===== src/inc/acc_pkg.sv =====
package acc_pkg;
   // Register addresses on the special function register bus
   localparam logic [7:0] ACC_ADDR_CONTROL = 8'hA1;
   localparam logic [7:0] ACC_ADDR_RESULT_HIGH = 8'hA2;
   localparam logic [7:0] ACC_ADDR_RESULT_LOW = 8'hA3;
   localparam logic [7:0] ACC_ADDR_STATIC = 8'hA4;
   localparam logic [7:0] ACC_ADDR_EXT_IRQ_FLAGS = 8'h91;

   // Reset values
   localparam logic [7:0] ACC_CONTROL_RST = 8'h80;
   localparam logic [7:0] ACC_STATIC_RST = 8'h0A;

   // adc_control fields
   localparam int ACC_CTL_REQUEST_BIT = 7;
   localparam int ACC_CTL_RUN_BIT = 6;
   localparam int ACC_CTL_POWER_BIT = 5;
   localparam int ACC_CTL_REF_BIT = 4;
   localparam int ACC_CTL_SEL_MSB = 3;
   localparam int ACC_CTL_SEL_LSB = 0;
   localparam logic [3:0] ACC_SEL_SUPPLY = 4'h8;

   // adc_static_config fields
   localparam int ACC_ST_DIFF_BIT = 7;
   localparam int ACC_ST_SLEEP_BIT = 6;
   localparam int ACC_ST_FAST_BIT = 5;
   localparam int ACC_ST_BIAS_MSB = 4;
   localparam int ACC_ST_BIAS_LSB = 2;
   localparam int ACC_ST_RES_MSB = 1;
   localparam int ACC_ST_RES_LSB = 0;

   // adc_result_low_status fields
   localparam int ACC_LOW_UNDER_BIT = 2;
   localparam int ACC_LOW_OVER_BIT = 1;
   localparam int ACC_LOW_RANGE_BIT = 0;

   // Bit of the converter interrupt flag in the extended flags register
   localparam int ACC_IRQ_FLAG_BIT = 4;

   // Converter clock division and conversion timing in converter cycles
   localparam int ACC_DIV_SLOW = 32;
   localparam int ACC_DIV_FAST = 8;
   localparam int ACC_MIN_BITS = 6;
   localparam int ACC_BITS_PER_CYCLE = 2;
   localparam int ACC_CONV_EXTRA = 3;
   localparam int ACC_CYCLE_EXTRA = 1;

   typedef enum logic {
      ACC_IDLE,
      ACC_CONV
   } acc_state_t;

   typedef struct packed {
      logic [7:0] addr;
      logic [7:0] wdata;
      logic wr;
      logic rd;
   } acc_sfr_req_t;

   typedef struct packed {
      logic power;
      logic sleep;
      logic start;
      logic ref_external;
      logic supply_monitor;
      logic differential;
      logic [3:0] input_sel;
      logic [2:0] bias;
      logic [1:0] resolution;
   } acc_core_ctrl_t;

   typedef struct packed {
      logic [11:0] data;
      logic underflow;
      logic overflow;
   } acc_core_result_t;
endpackage : acc_pkg


===== src/logic/acc_clkdiv.sv =====
`timescale 1ns/10ps
module acc_clkdiv
   import acc_pkg::*;
#(
   parameter int SLOW_DIV = ACC_DIV_SLOW,
   parameter int FAST_DIV = ACC_DIV_FAST
) (
   input wire logic ref_clk_in,   // CPU clock
   input wire logic rstn_in,      // Synchronous reset, active low
   input wire logic run_in,       // Divider runs while powered
   input wire logic fast_in,      // Divide by FAST_DIV instead of SLOW_DIV
   output logic tick_out,         // One cycle at each converter rising edge
   output logic conv_clk_out      // Divided clock for the analog core
);
   localparam logic [5:0] SLOW_LAST = 6'(SLOW_DIV - 1);
   localparam logic [5:0] FAST_LAST = 6'(FAST_DIV - 1);

   logic [5:0] cnt_reg;
   logic [5:0] last;
   logic [5:0] cnt_next;

   // Terminal count follows the divide select
   assign last = fast_in ? FAST_LAST : SLOW_LAST;
   assign cnt_next = (cnt_reg >= last) ? 6'h00 : cnt_reg + 6'h01;

   // Counter stops in power down so no edges reach the core
   always_ff @(posedge ref_clk_in) begin
      if (!rstn_in || !run_in) begin
         cnt_reg <= 6'h00;
         tick_out <= 1'b0;
         conv_clk_out <= 1'b0;
      end else begin
         cnt_reg <= cnt_next;
         tick_out <= (cnt_next == 6'h00);
         conv_clk_out <= (cnt_next <= (last >> 1));
      end
   end
endmodule : acc_clkdiv


===== src/logic/acc_top.sv =====
// Overview of operation
// - Start bit going high, low, high requests one conversion.
// - Start bit is resynchronised to converter clock before use.
// - Continuous-run bit converts back to back and ignores start bit.
// - Powered-on bit clear holds the whole converter powered down.
// - Reference select: internal when 0, external pin when 1, unless supply.
// - Input select 0-7 routes input n; 8 routes supply third, internal ref.
// - Differential mode: input zero inverting, selected input non-inverting.
// - Sleep bit puts the converter in reduced power mode.
// - Converter clock is CPU clock over 32, or over 8 when fast.
// - Three-bit bias trim is held and passed to the core.
// - Resolution field selects 6, 8, 10 or 12 bits and placement.
// - High result holds eight MSBs; top two zero at six bits.
// - Low result bits left-justified in bits 7-4; bit 3 unused.
// - Underflow sets low-register bit 2 and forces data to zeros.
// - Overflow sets low-register bit 1 and forces data to ones.
// - Low-register bit 0 reads underflow OR overflow.
// - Completed conversion sets the converter interrupt flag.
// - Single shot begins on third converter edge after start returns high.
// - Done pulse comes N/2+3 converter cycles after the start.
// - New start during a conversion aborts it and starts afresh.
// - Continuous conversions are spaced N/2+1 converter cycles apart.
// - The core resolves two result bits per converter cycle.
// - Interrupt flag stays set until cleared; software may also set it.
`timescale 1ns/10ps
module acc_top
   import acc_pkg::*;
#(
   parameter int SLOW_DIV = ACC_DIV_SLOW,
   parameter int FAST_DIV = ACC_DIV_FAST
) (
   input wire logic ref_clk_in,               // CPU clock, 25 MHz
   input wire logic rstn_in,                  // Synchronous reset, active low
   input wire acc_sfr_req_t sfr_req_in,       // SFR address, data, strobes
   input wire acc_core_result_t core_res_in,  // Analog core result
   output logic [7:0] sfr_rdata_out,          // Read data, one cycle later
   output acc_core_ctrl_t core_ctrl_out,      // Controls to the analog core
   output logic converter_clock_out,          // Divided clock to the core
   output logic done_pulse_out,               // Result valid pulse
   output logic irq_flag_out                  // Converter interrupt flag
);
   logic [7:0] control_reg;
   logic [7:0] static_reg;
   logic [7:0] high_reg;
   logic [7:0] low_reg;
   logic flag_reg;
   logic req_sync1_reg;
   logic req_sync2_reg;
   logic req_prev_reg;
   acc_state_t state_reg;
   logic [3:0] cnt_reg;
   logic core_start_reg;
   logic done_reg;
   logic tick;
   logic conv_clk;

   logic powered;
   logic run_mode;
   logic [1:0] res;
   logic [3:0] conv_len;
   logic [3:0] cycle_len;
   logic start_ev;
   logic finish;
   logic wr_control;
   logic wr_static;
   logic wr_flags;

   // Field decode
   assign powered = control_reg[ACC_CTL_POWER_BIT];
   assign run_mode = control_reg[ACC_CTL_RUN_BIT];
   assign res = static_reg[ACC_ST_RES_MSB:ACC_ST_RES_LSB];

   // Write strobes for the writable registers
   assign wr_control = sfr_req_in.wr && (sfr_req_in.addr == ACC_ADDR_CONTROL);
   assign wr_static = sfr_req_in.wr && (sfr_req_in.addr == ACC_ADDR_STATIC);
   assign wr_flags = sfr_req_in.wr &&
                     (sfr_req_in.addr == ACC_ADDR_EXT_IRQ_FLAGS);

   // Lengths in converter cycles; N/2 core cycles at two bits each
   assign conv_len = 4'((ACC_MIN_BITS / ACC_BITS_PER_CYCLE) + ACC_CONV_EXTRA)
                     + {2'b00, res};
   assign cycle_len = 4'((ACC_MIN_BITS / ACC_BITS_PER_CYCLE) + ACC_CYCLE_EXTRA)
                      + {2'b00, res};

   // Converter clock divider, halted in power down
   acc_clkdiv #(
      .SLOW_DIV(SLOW_DIV),
      .FAST_DIV(FAST_DIV)
   ) u_clkdiv (
      .ref_clk_in(ref_clk_in),
      .rstn_in(rstn_in),
      .run_in(powered),
      .fast_in(static_reg[ACC_ST_FAST_BIT]),
      .tick_out(tick),
      .conv_clk_out(conv_clk)
   );

   // Control register; start bit is plain storage here
   always_ff @(posedge ref_clk_in) begin
      if (!rstn_in) begin
         control_reg <= ACC_CONTROL_RST;
      end else if (wr_control) begin
         control_reg <= sfr_req_in.wdata;
      end
   end

   // Static configuration register
   always_ff @(posedge ref_clk_in) begin
      if (!rstn_in) begin
         static_reg <= ACC_STATIC_RST;
      end else if (wr_static) begin
         static_reg <= sfr_req_in.wdata;
      end
   end

   // Start bit into converter timing, sampled on converter edges only
   always_ff @(posedge ref_clk_in) begin
      if (!rstn_in || !powered) begin
         req_sync1_reg <= 1'b1;
         req_sync2_reg <= 1'b1;
         req_prev_reg <= 1'b1;
      end else if (tick) begin
         req_sync1_reg <= control_reg[ACC_CTL_REQUEST_BIT];
         req_sync2_reg <= req_sync1_reg;
         req_prev_reg <= req_sync2_reg;
      end
   end

   // Rising edge of the synchronised bit proves a low phase was seen
   assign start_ev = tick && req_sync2_reg && !req_prev_reg
                     && !run_mode;
   assign finish = tick && (state_reg == ACC_CONV) && (cnt_reg == 4'h1)
                   && !start_ev;

   // Conversion sequencer
   always_ff @(posedge ref_clk_in) begin
      if (!rstn_in || !powered) begin
         state_reg <= ACC_IDLE;
         cnt_reg <= 4'h0;
         core_start_reg <= 1'b0;
      end else begin
         core_start_reg <= 1'b0;
         unique case (state_reg)
            ACC_IDLE: begin
               if (start_ev || (tick && run_mode)) begin
                  state_reg <= ACC_CONV;
                  cnt_reg <= conv_len;
                  core_start_reg <= 1'b1;
               end
            end
            ACC_CONV: begin
               if (start_ev) begin
                  cnt_reg <= conv_len;
                  core_start_reg <= 1'b1;
               end else if (finish) begin
                  if (run_mode) begin
                     cnt_reg <= cycle_len;
                     core_start_reg <= 1'b1;
                  end else begin
                     state_reg <= ACC_IDLE;
                     cnt_reg <= 4'h0;
                  end
               end else if (tick) begin
                  cnt_reg <= cnt_reg - 4'h1;
               end
            end
         endcase
      end
   end

   // Result placement; unfilled bits stay zero
   always_ff @(posedge ref_clk_in) begin
      if (!rstn_in) begin
         high_reg <= 8'h00;
         low_reg <= 8'h00;
      end else if (finish) begin
         logic [11:0] d;
         d = core_res_in.data;
         if (core_res_in.underflow) begin
            d = 12'h000;
         end else if (core_res_in.overflow) begin
            d = 12'hFFF;
         end
         unique case (res)
            2'b00: begin
               high_reg <= {2'b00, d[11:6]};
               low_reg[7:4] <= 4'h0;
            end
            2'b01: begin
               high_reg <= d[11:4];
               low_reg[7:4] <= 4'h0;
            end
            2'b10: begin
               high_reg <= d[11:4];
               low_reg[7:4] <= {d[3:2], 2'b00};
            end
            2'b11: begin
               high_reg <= d[11:4];
               low_reg[7:4] <= d[3:0];
            end
         endcase
         low_reg[3] <= 1'b0;
         low_reg[ACC_LOW_UNDER_BIT] <= core_res_in.underflow;
         low_reg[ACC_LOW_OVER_BIT] <= core_res_in.overflow;
         low_reg[ACC_LOW_RANGE_BIT] <= core_res_in.underflow
                                     | core_res_in.overflow;
      end
   end

   // Done pulse, one CPU cycle wide, as results land
   always_ff @(posedge ref_clk_in) begin
      if (!rstn_in) begin
         done_reg <= 1'b0;
      end else begin
         done_reg <= finish;
      end
   end

   // Interrupt flag; a completion in the clearing cycle still sets it
   always_ff @(posedge ref_clk_in) begin
      if (!rstn_in) begin
         flag_reg <= 1'b0;
      end else if (done_reg) begin
         flag_reg <= 1'b1;
      end else if (wr_flags) begin
         flag_reg <= sfr_req_in.wdata[ACC_IRQ_FLAG_BIT];
      end
   end

   // Read data, registered so the bus sees a flop
   always_ff @(posedge ref_clk_in) begin
      if (!rstn_in) begin
         sfr_rdata_out <= 8'h00;
      end else if (sfr_req_in.rd) begin
         unique case (sfr_req_in.addr)
            ACC_ADDR_CONTROL: sfr_rdata_out <= control_reg;
            ACC_ADDR_RESULT_HIGH: sfr_rdata_out <= high_reg;
            ACC_ADDR_RESULT_LOW: sfr_rdata_out <= low_reg;
            ACC_ADDR_STATIC: sfr_rdata_out <= static_reg;
            ACC_ADDR_EXT_IRQ_FLAGS: begin
               sfr_rdata_out <= 8'h00;
               sfr_rdata_out[ACC_IRQ_FLAG_BIT] <= flag_reg;
            end
            default: sfr_rdata_out <= 8'h00;
         endcase
      end
   end

   // Analog core controls, registered so outputs come from flops
   always_ff @(posedge ref_clk_in) begin
      if (!rstn_in) begin
         core_ctrl_out <= '0;
      end else begin
         core_ctrl_out.power <= powered;
         core_ctrl_out.sleep <= static_reg[ACC_ST_SLEEP_BIT];
         core_ctrl_out.start <= core_start_reg;
         core_ctrl_out.input_sel <=
            control_reg[ACC_CTL_SEL_MSB:ACC_CTL_SEL_LSB];
         core_ctrl_out.supply_monitor <=
            (control_reg[ACC_CTL_SEL_MSB:ACC_CTL_SEL_LSB]
             == ACC_SEL_SUPPLY);
         // Supply measurement always uses the bandgap
         core_ctrl_out.ref_external <= control_reg[ACC_CTL_REF_BIT] &&
            (control_reg[ACC_CTL_SEL_MSB:ACC_CTL_SEL_LSB]
             != ACC_SEL_SUPPLY);
         core_ctrl_out.differential <= static_reg[ACC_ST_DIFF_BIT];
         core_ctrl_out.bias <=
            static_reg[ACC_ST_BIAS_MSB:ACC_ST_BIAS_LSB];
         core_ctrl_out.resolution <= res;
      end
   end

   // Remaining outputs
   always_ff @(posedge ref_clk_in) begin
      if (!rstn_in) begin
         converter_clock_out <= 1'b0;
         done_pulse_out <= 1'b0;
         irq_flag_out <= 1'b0;
      end else begin
         converter_clock_out <= conv_clk;
         done_pulse_out <= done_reg;
         irq_flag_out <= flag_reg;
      end
   end
endmodule : acc_top


===== config.mk =====
export PLATFORM = sky130hd
export DESIGN_NAME = acc_top
export DESIGN_NICKNAME = d
export VERILOG_FILES = /design/src/inc/acc_pkg.sv /design/src/logic/acc_clkdiv.sv /design/src/logic/acc_top.sv
export SDC_FILE = /design/constraint.sdc
export NUM_CORES = 1
export LEC_CHECK = 0
export BUFFER_PORTS_ARGS = -buffer_cell sky130_fd_sc_hd__clkbuf_2
export CAP_MARGIN = 10
export CORE_MARGIN = 2
export CORE_UTILIZATION = 45
export CTS_BUF_LIST = sky130_fd_sc_hd__clkbuf_4
export DETAILED_ROUTE_END_ITERATION = 12
export HOLD_SLACK_MARGIN = 0.15
export PLACE_DENSITY = 0.67
export RECOVER_POWER = 25
export SETUP_SLACK_MARGIN = 0.1
export SYNTH_ARGS = -nofsm -noshare
export SYNTH_HDL_FRONTEND = slang
export SYNTH_SLANG_ARGS = --single-unit

===== constraint.sdc =====
create_clock -name ref_clk_in -period 5.1 [get_ports ref_clk_in]
set_input_delay 1.02 -clock ref_clk_in [delete_from_list [all_inputs] [get_ports ref_clk_in]]
set_output_delay 1.02 -clock ref_clk_in [all_outputs]
set_load 0.01 [all_outputs]

Word-level counts from Yosys, hierarchy flattened
Index checks and enable logic that the tools add are counted.
Widths: inputs -> output; s select.
{ "totals": {"register_bits": 76, "latch_bits": 0, "mem_bits_rw": 0, "rom_bits": 0, "wordCells": 96, "memories": 0} }
{ "classes": {"add_sub_neg": 4, "mul": 0, "div": 0, "magnitude_cmp": 2, "n_eq_ne": 13, "shifts": 0, "muxes": 23, "n_bitwise": 2, "reduce_logical": 24} }
{ "ops": {"columns": ["op", "count"], "rows": [
  ["$eq 8x8->1 const B", 5],
  ["$pmux 8 s5", 1],
  ["$mux 12", 2],
  ["$mux 4", 5],
  ["$pmux 8 s2", 1],
  ["$pmux 4 s3", 1],
  ["$logic_and 1x1->1", 11],
  ["$add 3x2->4 const A", 2],
  ["$mux 1", 8],
  ["$pmux 4 s2", 1],
  ["$add 6x1->6 const B", 1],
  ["$ge 6x6->1", 1],
  ["$le 6x5->1", 1],
  ["$logic_not 6->1", 1],
  ["$mux 6", 1],
  ["$logic_not 1->1", 5],
  ["$mux 5", 1],
  ["$eq 2x2->1 const B", 2],
  ["$eq 4x1->1 const B", 1],
  ["$eq 4x4->1 const B", 1],
  ["$ne 4x1->1 const B", 1],
  ["$ne 4x4->1 const B", 1],
  ["$pmux 1 s2", 2],
  ["$sub 4x1->4 const B", 1],
  ["10 further kinds", 11]
]} }

Depth between registers and ports, before layout
Gate-level depths: netlist (run 1).
{ "logic_depth": {"ltp_word": 8, "depth_mapped": 8, "ltp_nobuf": 8} }

Modules after synthesis
A second synthesis (run 1) with hierarchy kept.
{ "hier_totals": {"hier_cells": 361, "area_unflattened_um2": 3408.3} }
{ "modules_own_cells": {"columns": ["mod", "n_inst", "cells_each", "area_per_inst_um2", "seq_area_each_um2"], "rows": [
  ["acc_top", 1, 311, 2959.1, 1361.3],
  ["acc_clkdiv", 1, 50, 449.2, 160.2]
]} }

Worst setup path after synthesis (run 1)
OpenSTA, ideal clock, no wires.
{ "synth_path": {"path_type": "input to register", "from": "input port sfr_req_in[10] in the netlist's numbering", "to": "register control_reg[0]", "setup_time_ns": 0.071, "arrival_time_ns": 2.164, "t_required_ns": 5.029, "setup_slack_ns": 2.864, "path_stages": 7, "path_buffers": 3, "cell_sequence": "buf_4 nor2b_1 and3_1 buf_2 buf_2 nand3_1 a21oi_1"} }
{ "synth_via": {"elab_chain_cells": 2} }
{ "synth_rtl": {"columns": ["element", "line", "text"], "rows": [
  ["from (decl)", "acc_top.sv:34", "input wire acc_sfr_req_t sfr_req_in,"],
  ["$eq 8x8->1", "acc_top.sv:74", "assign wr_control = sfr_req_in.wr && (sfr_req_in.addr == ACC_ADDR_CONTROL);"],
  ["$logic_and 1x1->1", "acc_top.sv:74", null],
  ["to (signal assigned)", "acc_top.sv:103", "control_reg <= sfr_req_in.wdata;"],
  ["to (decl)", "acc_top.sv:42", "logic [7:0] control_reg;"]
]} }
Every way passes these cells.
A chain may end at the register's enable or synchronous reset.

Worst setup path after layout (run 1)
{ "layout_path": {"from": "input port rstn_in", "to": "register high_reg[2]"} }
{ "layout_lines": {"columns": ["element", "line", "text"], "rows": [
  ["from (decl)", "acc_top.sv:33", "input wire logic rstn_in,"],
  ["to (signal assigned)", "acc_top.sv:186", "high_reg <= {2'b00, d[11:6]};"],
  ["to (signal assigned)", "acc_top.sv:190", "high_reg <= d[11:4];"],
  ["to (signal assigned)", "acc_top.sv:194", "high_reg <= d[11:4];"],
  ["to (decl)", "acc_top.sv:44", "logic [7:0] high_reg;"]
]} }
No word-level cell between the ends.

==> results of run 1 <==
## area by class of cell
class,instances,area share [%]
clock buffer,10,1.97
clock inverter,6,2.30
inverter,13,1.28
multi-input combinational,267,43.5
sequential,76,40.0
tap,99,3.26
timing repair buffer,59,7.69
## kinds of logic (layout without fill, tap and decap cells)
family | after synthesis | in the layout | synth area share (%)
and+or+nand+nor | 153 | 153 | 24.1
AOI/OAI and AO/OA | 89 | 89 | 17.7
DFF | 76 | 76 | 45.7
buffers and inverters | 35 | 88 | 4.55
muxes | 14 | 14 | 4.21
adders and majority gates | 7 | 7 | 2.63
xor gates and xnor gates | 4 | 4 | 1.05
## cell usage after synthesis, drive strengths merged, types with 4 or more instances
cell type,count,share of area [%]
dfxtp,76,46
nand2,51,5.8
nand3,26,3.9
a21oi,25,3.8
nor2,22,2.5
and2,14,2.6
clkbuf,14,1.6
mux2i,14,4.2
o21ai,13,2.0
o21a,12,2.7
inv,11,1.2
a31oi,10,1.9
buf,8,1.5
ha,7,2.6
or3,7,1.3
a211oi,6,1.4
nand4,5,1.4
nor3,5,0.75
nor2b,4,0.75
## critical path, delay by kind of cell
family	cells	cell delay [ps]
buffers and inverters	2	1950
AO/OA/AOI/OAI	1	370
## routing by layer
layer  global-route usage [%]  vias to the layer above
met5                        0                        -
li1                         -                     1449
met2                     29.8                       71
met1                     24.4                     1363
met3                     3.94                       24
met4                     9.74                        0
## worst max path at each step
stage	to
4_1_cts	high_reg[2]
3_3_place_gp	high_reg[0]
2_1_floorplan	control_reg[0]
5_1_grt	control_reg[1]
6_report	high_reg[2]
3_5_place_dp	high_reg[2]
## cells in the final DEF, fill, tap and decap left out, drive strengths merged, types with 2 or more instances in the layout
cell type / synthesis / final
clkinvlp: 0 / 2
or2: 3 / 3
a21oi: 25 / 25
nor3: 5 / 5
nand4b: 3 / 3
clkinv: 2 / 3
nand4: 5 / 5
clkbuf: 14 / 69
o221a: 3 / 3
nor4b: 2 / 2
and2: 14 / 14
nand2: 51 / 51
inv: 11 / 12
nor2b: 4 / 4
mux2i: 14 / 14
xnor2: 2 / 2
or4: 2 / 2
xor2: 2 / 2
a31o: 2 / 2
dfxtp: 76 / 76
and3: 2 / 2
o21ai: 13 / 13
a31oi: 10 / 10
o22ai: 3 / 3
nor2: 22 / 22
nand3: 26 / 26
or3: 7 / 7
a211oi: 6 / 6
a32o: 2 / 2
ha: 7 / 7
a22oi: 2 / 2
bufinv: 0 / 2
o21a: 12 / 12
## where the power goes
part           internal (W)  leakage [nW]  switching [W]
clock              0.000204        0.0807       0.000212
sequential         0.000598         0.614     0.00000235
combinational     0.0000221         0.768      0.0000330
total              0.000824          1.46       0.000248
## through the flow
step                      util (%)  hold WS, ps
after CTS                     52.8          445
after global routing          52.7          465
after detailed placement      50.5          425
final                         52.7          445
after global placement        50.5          414
after floorplan                  -          410
==> results.sh, run 1 <==
export IMPL_ctsResizeCount=0
export IMPL_min_delay_path_depth=2
export IMPL_place_area_mm2=0.00364
export IMPL_synthToLayoutAreaGrowth_pct=14.3
export IMPL_synth_seq_cells=76
export IMPL_dieWidth_um=90
export IMPL_cp_startpoint="rstn_in"
export IMPL_rsz0062_at_grt="false"
export IMPL_htreeDepth=3
export IMPL_cp_end_kind="flop"
export IMPL_multi_input_area_mm2=0.00166
export IMPL_synth_cells=378
export IMPL_highest_layer="met4"
export IMPL_critPathArrivalTime_ps=3350
export IMPL_post_cts_buffers=0
export IMPL_clock_root_buffer="clkbuf_4"
export IMPL_seqCellArea_mm2=0.00152
export IMPL_synth_area_mm2=0.00333
export IMPL_grt_use_total_pct=18.9
export IMPL_ys_types=55
export IMPL_wl_met3_um=300
export IMPL_drtAntennaViolNets=0
export IMPL_required_ps=5430
export IMPL_avgSynthCellArea_um2=8.80
export IMPL_whs_endpoint="done_pulse_out"
export IMPL_hold_violations=0
export IMPL_maxSlewViolCount=0
export IMPL_reg2reg_depth=8
export IMPL_synth_nets=419
export IMPL_top_register="core_ctrl_out"
export IMPL_drtPass1Iterations=4
export IMPL_fin_skew_ps=13.0
export IMPL_viasPerCell=5.48
export IMPL_largest_reg_flops=15
export IMPL_vias=2907
export IMPL_synth_edff_count=0
export IMPL_core_area_mm2=0.00721
export IMPL_startpoint_type="primary input"
export IMPL_r2r_start="static_reg[5]"
export IMPL_die_area_mm2=0.00810
export IMPL_min_period_ps=3020
export IMPL_crit_slowest_cell="clkinv_1"
export IMPL_met1_length_um=3510
export IMPL_gp_congestion=0.853
export IMPL_clk_pin_slew_ps=120
export IMPL_cts_sinks=76
export IMPL_diodes=0
export IMPL_setup_tns_ps=0
export IMPL_wire_per_inst_um=14.2
export IMPL_power_leakage_nw=1.46
export IMPL_routed_wl_um=7540
export IMPL_dp_cells=514
export IMPL_antenna_found_initial=0
export IMPL_max_freq_mhz=331
export IMPL_pwr_density_cell_mw_per_mm2=282
export IMPL_tightest_slew_ps=1260
export IMPL_overflow=0
export IMPL_hp_class="reg -> reg"
export IMPL_pre_cts_ws_ps=2360
export IMPL_ctsHoldBuffers=0
export IMPL_ios=60
export IMPL_dominantRegCellSynth="dfxtp_1"
export IMPL_synth_warnings=0
export IMPL_drt_iter0_markers=110
export IMPL_finalCritPeriodShare_pct=59.2
export IMPL_fillers=724
export IMPL_worst_slack_ps=2080
export IMPL_drive_gt1_share_pct=19.7
export IMPL_port_buffers=59
export IMPL_maxCapViolCount=0
export IMPL_synthArstFlopShare_pct=0
export IMPL_nNetsFinal=467
export IMPL_ys_seq_area_share_pct=45.7
export IMPL_finalPower_w=0.00107
export IMPL_grt_pass1_vias=2724
export IMPL_grt_max_degree=32
export IMPL_hold_path_startpoint="done_reg"
export IMPL_final_cell_area_mm2=0.00380
export IMPL_rows=31
export IMPL_worstSetupPathType="in -> reg"
export IMPL_outcome="complete, no violations"
export IMPL_cts_tree="built"
export IMPL_r2r_slack_ps=2890
export IMPL_worstPathMaxFanout=31
export IMPL_setup_violations=0
export IMPL_clk_path_buf_depth=2
export IMPL_instances_no_fill=530
export IMPL_max_vdd_ir_drop_mv=0.130
export IMPL_drc_errors=0
export IMPL_cp_slowest_stage_delay_ps=1050
export IMPL_r2r_end="u_clkdiv.conv_clk_out"
export IMPL_wl_met2_um=3520
export IMPL_grt_pass1_wl_um=12500
export IMPL_path_cells="clkbuf_1 > clkinv_1 > a21oi_1"
export IMPL_clk_latency_ps=420
export IMPL_slew_headroom_pct=16.1
export IMPL_cts_inserted_buffers=9
export IMPL_dp_hpwl_um=5270
export IMPL_fp_dieH_um=90
export IMPL_start_util_pct=46.1
Note: power is estimated with default switching activity, not from simulation.
==> inputs of run 2 (changes only) <==
Clock period 5.1 ns to 3.15 ns, I/O delays scaled along.
==> run 2 against run 1 <==
Effect of this change:
- non-clock buffer count rose by 3
- sequential power rose by 62%
- register-to-register slack got worse by 2000 ps
- clock skew fell by 7.3 ps
- clock power rose by 17%
- wire length rose by 1.1%
- worst setup slack got worse by 1100 ps
- sequential share of layout area rose by 0.47 points
- final area fell by 1.2%
- critical path depth rose by 2
- critical endpoint is now control_reg[5]
- largest power group unchanged
==> results.sh, run 2 (synthesis gave the netlist of run 1 again) <==
export IMPL_tightest_slew_ps=1190
export IMPL_layout_common_cells="dfxtp_1, clkbuf_2, nand2_1"
export IMPL_pwr_density_cell_mw_per_mm2=412
export IMPL_top_register="core_ctrl_out"
export IMPL_max_vdd_ir_drop_mv=0.129
export IMPL_grt_pass1_wl_um=12800
export IMPL_gp_congestion=0.804
export IMPL_grt_max_degree=31
export IMPL_post_cts_buffers=0
export IMPL_die_area_mm2=0.00810
export IMPL_maxSlewViolCount=0
export IMPL_drc_errors=0
export IMPL_clk_latency_ps=410
export IMPL_instances_no_fill=533
export IMPL_critPathArrivalTime_ps=2560
export IMPL_fin_skew_ps=5.71
export IMPL_cpLargestDelayFamily="buffers and inverters"
export IMPL_synthToLayoutAreaGrowth_pct=13.0
export IMPL_routed_wl_um=7620
export IMPL_crit_slowest_cell="clkbuf_1"
export IMPL_reg2reg_depth=8
export IMPL_crit_buf_inv=4
export IMPL_setup_tns_ps=0
export IMPL_drtAntennaViolNets=0
export IMPL_overflow=0
export IMPL_required_ps=3490
export IMPL_dieWidth_um=90
export IMPL_rows=31
export IMPL_p_switching_w=0.000383
export IMPL_power_leakage_nw=1.44
export IMPL_drtPass1Iterations=5
export IMPL_largest_reg_flops=15
export IMPL_start_util_pct=46.1
export IMPL_vias=2907
export IMPL_setup_violations=0
export IMPL_path_cells="clkbuf_1 > clkbuf_1 > clkinv_1 > clkbuf_1 > a21oi_1"
export IMPL_cts_inserted_buffers=9
export IMPL_port_buffers=59
export IMPL_rsz0062_at_grt="false"
export IMPL_min_period_ps=2220
export IMPL_nNetsFinal=470
export IMPL_antenna_found_initial=0
export IMPL_dp_cells=517
export IMPL_grt_pass1_vias=2692
export IMPL_finalCritPeriodShare_pct=70.4
export IMPL_place_area_mm2=0.00367
export IMPL_clk_path_buf_depth=2
export IMPL_grt_use_total_pct=19.3
export IMPL_drt_iter0_markers=197
export IMPL_clockPowerShare_pct=31.4
export IMPL_ctsResizeCount=0
export IMPL_wire_per_inst_um=14.3
export IMPL_cp_end_kind="flop"
export IMPL_cts_tree="built"
export IMPL_path_common_cell="clkbuf_1"
export IMPL_cts_sinks=76
export IMPL_hold_violations=0
export IMPL_ios=60
export IMPL_hp_class="reg -> reg"
export IMPL_final_cell_area_mm2=0.00376
export IMPL_slew_headroom_pct=20.8
export IMPL_max_freq_mhz=451
export IMPL_core_area_mm2=0.00721
export IMPL_p_int_w=0.00117
export IMPL_seqPwrFrac_pct=62.6
export IMPL_ctsHoldBuffers=0
export IMPL_drive_gt1_share_pct=18.9
export IMPL_cp_slowest_stage_delay_ps=890
export IMPL_clock_root_buffer="clkbuf_4"
export IMPL_outcome="complete, no violations"
export IMPL_startpoint_type="primary input"
export IMPL_fp_dieH_um=90
export IMPL_htreeDepth=3
export IMPL_p_sw_share_pct=24.7
export IMPL_crit_cells=5
export IMPL_diodes=0
export IMPL_clk_pin_slew_ps=110
export IMPL_worstSetupPathType="in -> reg"
export IMPL_worstPathMaxFanout=30
export IMPL_maxCapViolCount=0
export IMPL_viasPerCell=5.45
export IMPL_dp_hpwl_um=5440
export IMPL_pwr_share_comb_pct=5.9
export IMPL_final_common_cell="dfxtp_1"
export IMPL_min_delay_path_depth=2
[run 2: cell types whose count changed in the layout (fill, tap and decap cells not counted)]
cell and delta:
and2_0 -5, and2_1 +5, buf_4 +1, bufinv_16 -2, clkbuf_1 +4, clkbuf_2 -2, clkinv_1 +2, clkinv_2 +1
inv_6 -1
[run 2: area by class of cell]
type / count / area (um^2)
clock buffers: 10 / 75.1
clock inverters: 6 / 31.3
fillers: 714 / 3450
inverters: 13 / 48.8
multi-input cells: 267 / 1660
flip-flops and latches: 76 / 1520
well taps: 99 / 124
repair buffers: 62 / 305
[run 2: metal layers]
layer / global-route usage, % / wire, um
met5: 0 / 0
met3: 3.44 / 416
met1: 25.7 / 3540
met4: 7.31 / 129
met2: 31.3 / 3540
[run 2: path summary, 6_finish.rpt]
path | end | from | slack (ps)
worst min-delay path | done_pulse_out | done_reg | 440
worst min register to register | done_pulse_out | done_reg | 440
worst max register to register | u_clkdiv.conv_clk_out | u_clkdiv.cnt_reg[0] | 940
worst max-delay path | control_reg[5] | rstn_in | 930
[run 2: stage by stage]
step	util, %	hold slack [ps]	power (W)	setup slack [ps]
3_5_place_dp	50.8	425	0.00109	972
3_3_place_gp	50.8	424	0.00108	1030
4_1_cts	52.3	439	0.00157	946
5_1_grt	52.1	443	0.00162	638
6_report	52.1	439	0.00155	931
2_1_floorplan	-	410	0.00104	1090
[run 2: worst reg2reg max path, stage by stage, from the launching register on]
cell and delay, ps:
dfxtp_1 390, ha_1 290, a31o_2 260, a211o_1 360, nor2_1 150, ha_1 250, nand4b_1 100, nor2_1 50
o221a_2 280
[run 2: power by group through the flow]
stage          registers [W]   logic, W  clock network (W)
6_report            0.000971  0.0000921           0.000487
5_1_grt             0.000972   0.000101           0.000545
4_1_cts             0.000971  0.0000932           0.000502
3_5_place_dp        0.000993  0.0000931                  0
3_3_place_gp        0.000993  0.0000920                  0
2_1_floorplan       0.000995  0.0000445                  0
==> inputs of run 3 (changes only) <==
Clock period 3.15 ns to 2.2 ns, I/O delays scaled along.
==> run 3 against run 2 <==
Effect of this change:
- via count shrank 0.76%
- final cell count up 2.3%
- combinational power increased by 42%
- wire length up 0.20%
- non-clock buffer count rose by 11
- total power up 55%
- global-route usage is 0.14 points higher
- sequential share of layout area decreased by 1.3 points
- largest power group unchanged
- critical endpoint is now u_clkdiv.conv_clk_out
==> results.sh, run 3 (synthesis gave the netlist of run 1 again) <==
export IMPL_wire_per_inst_um=14.0
export IMPL_rows=31
export IMPL_clock_root_buffer="clkbuf_4"
export IMPL_clk_pin_slew_ps=140
export IMPL_drc_errors=0
export IMPL_start_util_pct=46.1
export IMPL_grt_pass1_wl_um=12800
export IMPL_drtAntennaViolNets=0
export IMPL_maxCapViolCount=0
export IMPL_nNetsFinal=481
export IMPL_layout_common_cells="dfxtp_1, clkbuf_2, nand2_1"
export IMPL_final_cell_area_mm2=0.00390
export IMPL_routed_wl_um=7640
export IMPL_cp_end_kind="flop"
export IMPL_finalCritPeriodShare_pct=92.7
export IMPL_final_common_cell="dfxtp_1"
export IMPL_drive_gt1_share_pct=23.1
export IMPL_power_leakage_nw=1.52
export IMPL_cts_tree="built"
export IMPL_core_area_mm2=0.00721
export IMPL_grt_use_total_pct=19.4
export IMPL_dp_hpwl_um=5570
export IMPL_antenna_found_initial=1
export IMPL_required_ps=2530
export IMPL_largest_reg_flops=15
export IMPL_startpoint_type="flop"
export IMPL_clk_latency_ps=420
export IMPL_fp_dieH_um=90
export IMPL_outcome="complete, no violations"
export IMPL_htreeDepth=3
export IMPL_drt_iter0_markers=108
export IMPL_synthToLayoutAreaGrowth_pct=17.3
export IMPL_min_period_ps=2040
export IMPL_grt_pass1_vias=2771
export IMPL_maxSlewViolCount=0
export IMPL_overflow=0
export IMPL_rsz0062_at_grt="false"
export IMPL_r2r_slack_ps=160
export IMPL_slew_headroom_pct=37.3
export IMPL_hp_class="in -> reg"
export IMPL_setup_tns_ps=0
export IMPL_port_buffers=59
export IMPL_ios=60
export IMPL_vias=2885
export IMPL_cts_sinks=76
export IMPL_critPathArrivalTime_ps=2370
export IMPL_worstSetupPathType="reg -> reg"
export IMPL_drtPass1Iterations=4
export IMPL_max_vdd_ir_drop_mv=0.412
export IMPL_min_delay_path_depth=3
export IMPL_viasPerCell=5.29
export IMPL_fin_skew_ps=15.0
export IMPL_die_area_mm2=0.00810
export IMPL_hold_violations=0
export IMPL_cts_inserted_buffers=9
export IMPL_pwr_density_cell_mw_per_mm2=613
export IMPL_tightest_slew_ps=940
export IMPL_clk_path_buf_depth=2
export IMPL_pre_cts_ws_ps=111
export IMPL_worstPathMaxFanout=6
export IMPL_worst_slack_ps=160
export IMPL_max_freq_mhz=490
export IMPL_top_register="core_ctrl_out"
export IMPL_dieWidth_um=90
export IMPL_gp_congestion=0.820
export IMPL_grt_max_degree=26
export IMPL_reg2reg_depth=8
export IMPL_place_area_mm2=0.00373
export IMPL_setup_violations=0
==> run 3: per-layer routing <==
metal	GRT usage [%]	wire length (um)
met2	30.1	3620
met3	4.27	332
met1	25.4	3550
met5	0	0
met4	10.0	135
==> run 3: power breakdown <==
part           switching (W)  internal, W
Clock               0.000520     0.000355
Combinational      0.0000766    0.0000543
Sequential        0.00000492      0.00138
==> run 3: critical path, cell delays in order, from the launching register on <==
cell and delay [ps]:
dfxtp_2 360, buf_4 150, ha_1 270, a211o_1 360
nor2_1 140, ha_1 260, nand4b_1 90, nor2_1 40
o221a_2 270
==> run 3: stage by stage <==
| stage | utilization [%] | power, W | std cells | hold slack (ps) |
|---|---|---|---|---|
| 2_1_floorplan | - | 0.00149 | 378 | 410 |
| 3_3_place_gp | 51.8 | 0.00155 | 526 | 424 |
| 3_5_place_dp | 51.8 | 0.00155 | 526 | 423 |
| 4_1_cts | 53.7 | 0.00242 | 542 | 236 |
| 5_1_grt | 54.1 | 0.00250 | 545 | 226 |
| 6_report | 54.1 | 0.00239 | 545 | 252 |
==> run 3: worst paths after layout <==
kind / startpoint / endpoint
worst min register to register: done_reg / done_pulse_out
worst min-delay path: sfr_req_in[9] / static_reg[7]
worst max register to register: static_reg[5] / u_clkdiv.conv_clk_out
worst max-delay path: static_reg[5] / u_clkdiv.conv_clk_out
==> run 3: area by class of cell <==
class,count,area [um^2]
Multi-Input combinational cell,267,1670
Clock inverter,7,73.8
Sequential cell,76,1530
Clock buffer,9,67.6
Antenna cell,1,2.50
Inverter,13,48.8
Fill cell,703,3310
Tap cell,99,124
Timing Repair Buffer,73,388
==> run 3: what timing repair did <==
action | in CTS | in global routing
gates resized for setup | 1 | 6
buffers inserted | 0 | 2
setup endpoints to repair | 1 | 1
cloned | 0 | 0
endpoints found under the hold margin | 0 | 0
pin swaps | 0 | 4
hold buffers | 0 | 0
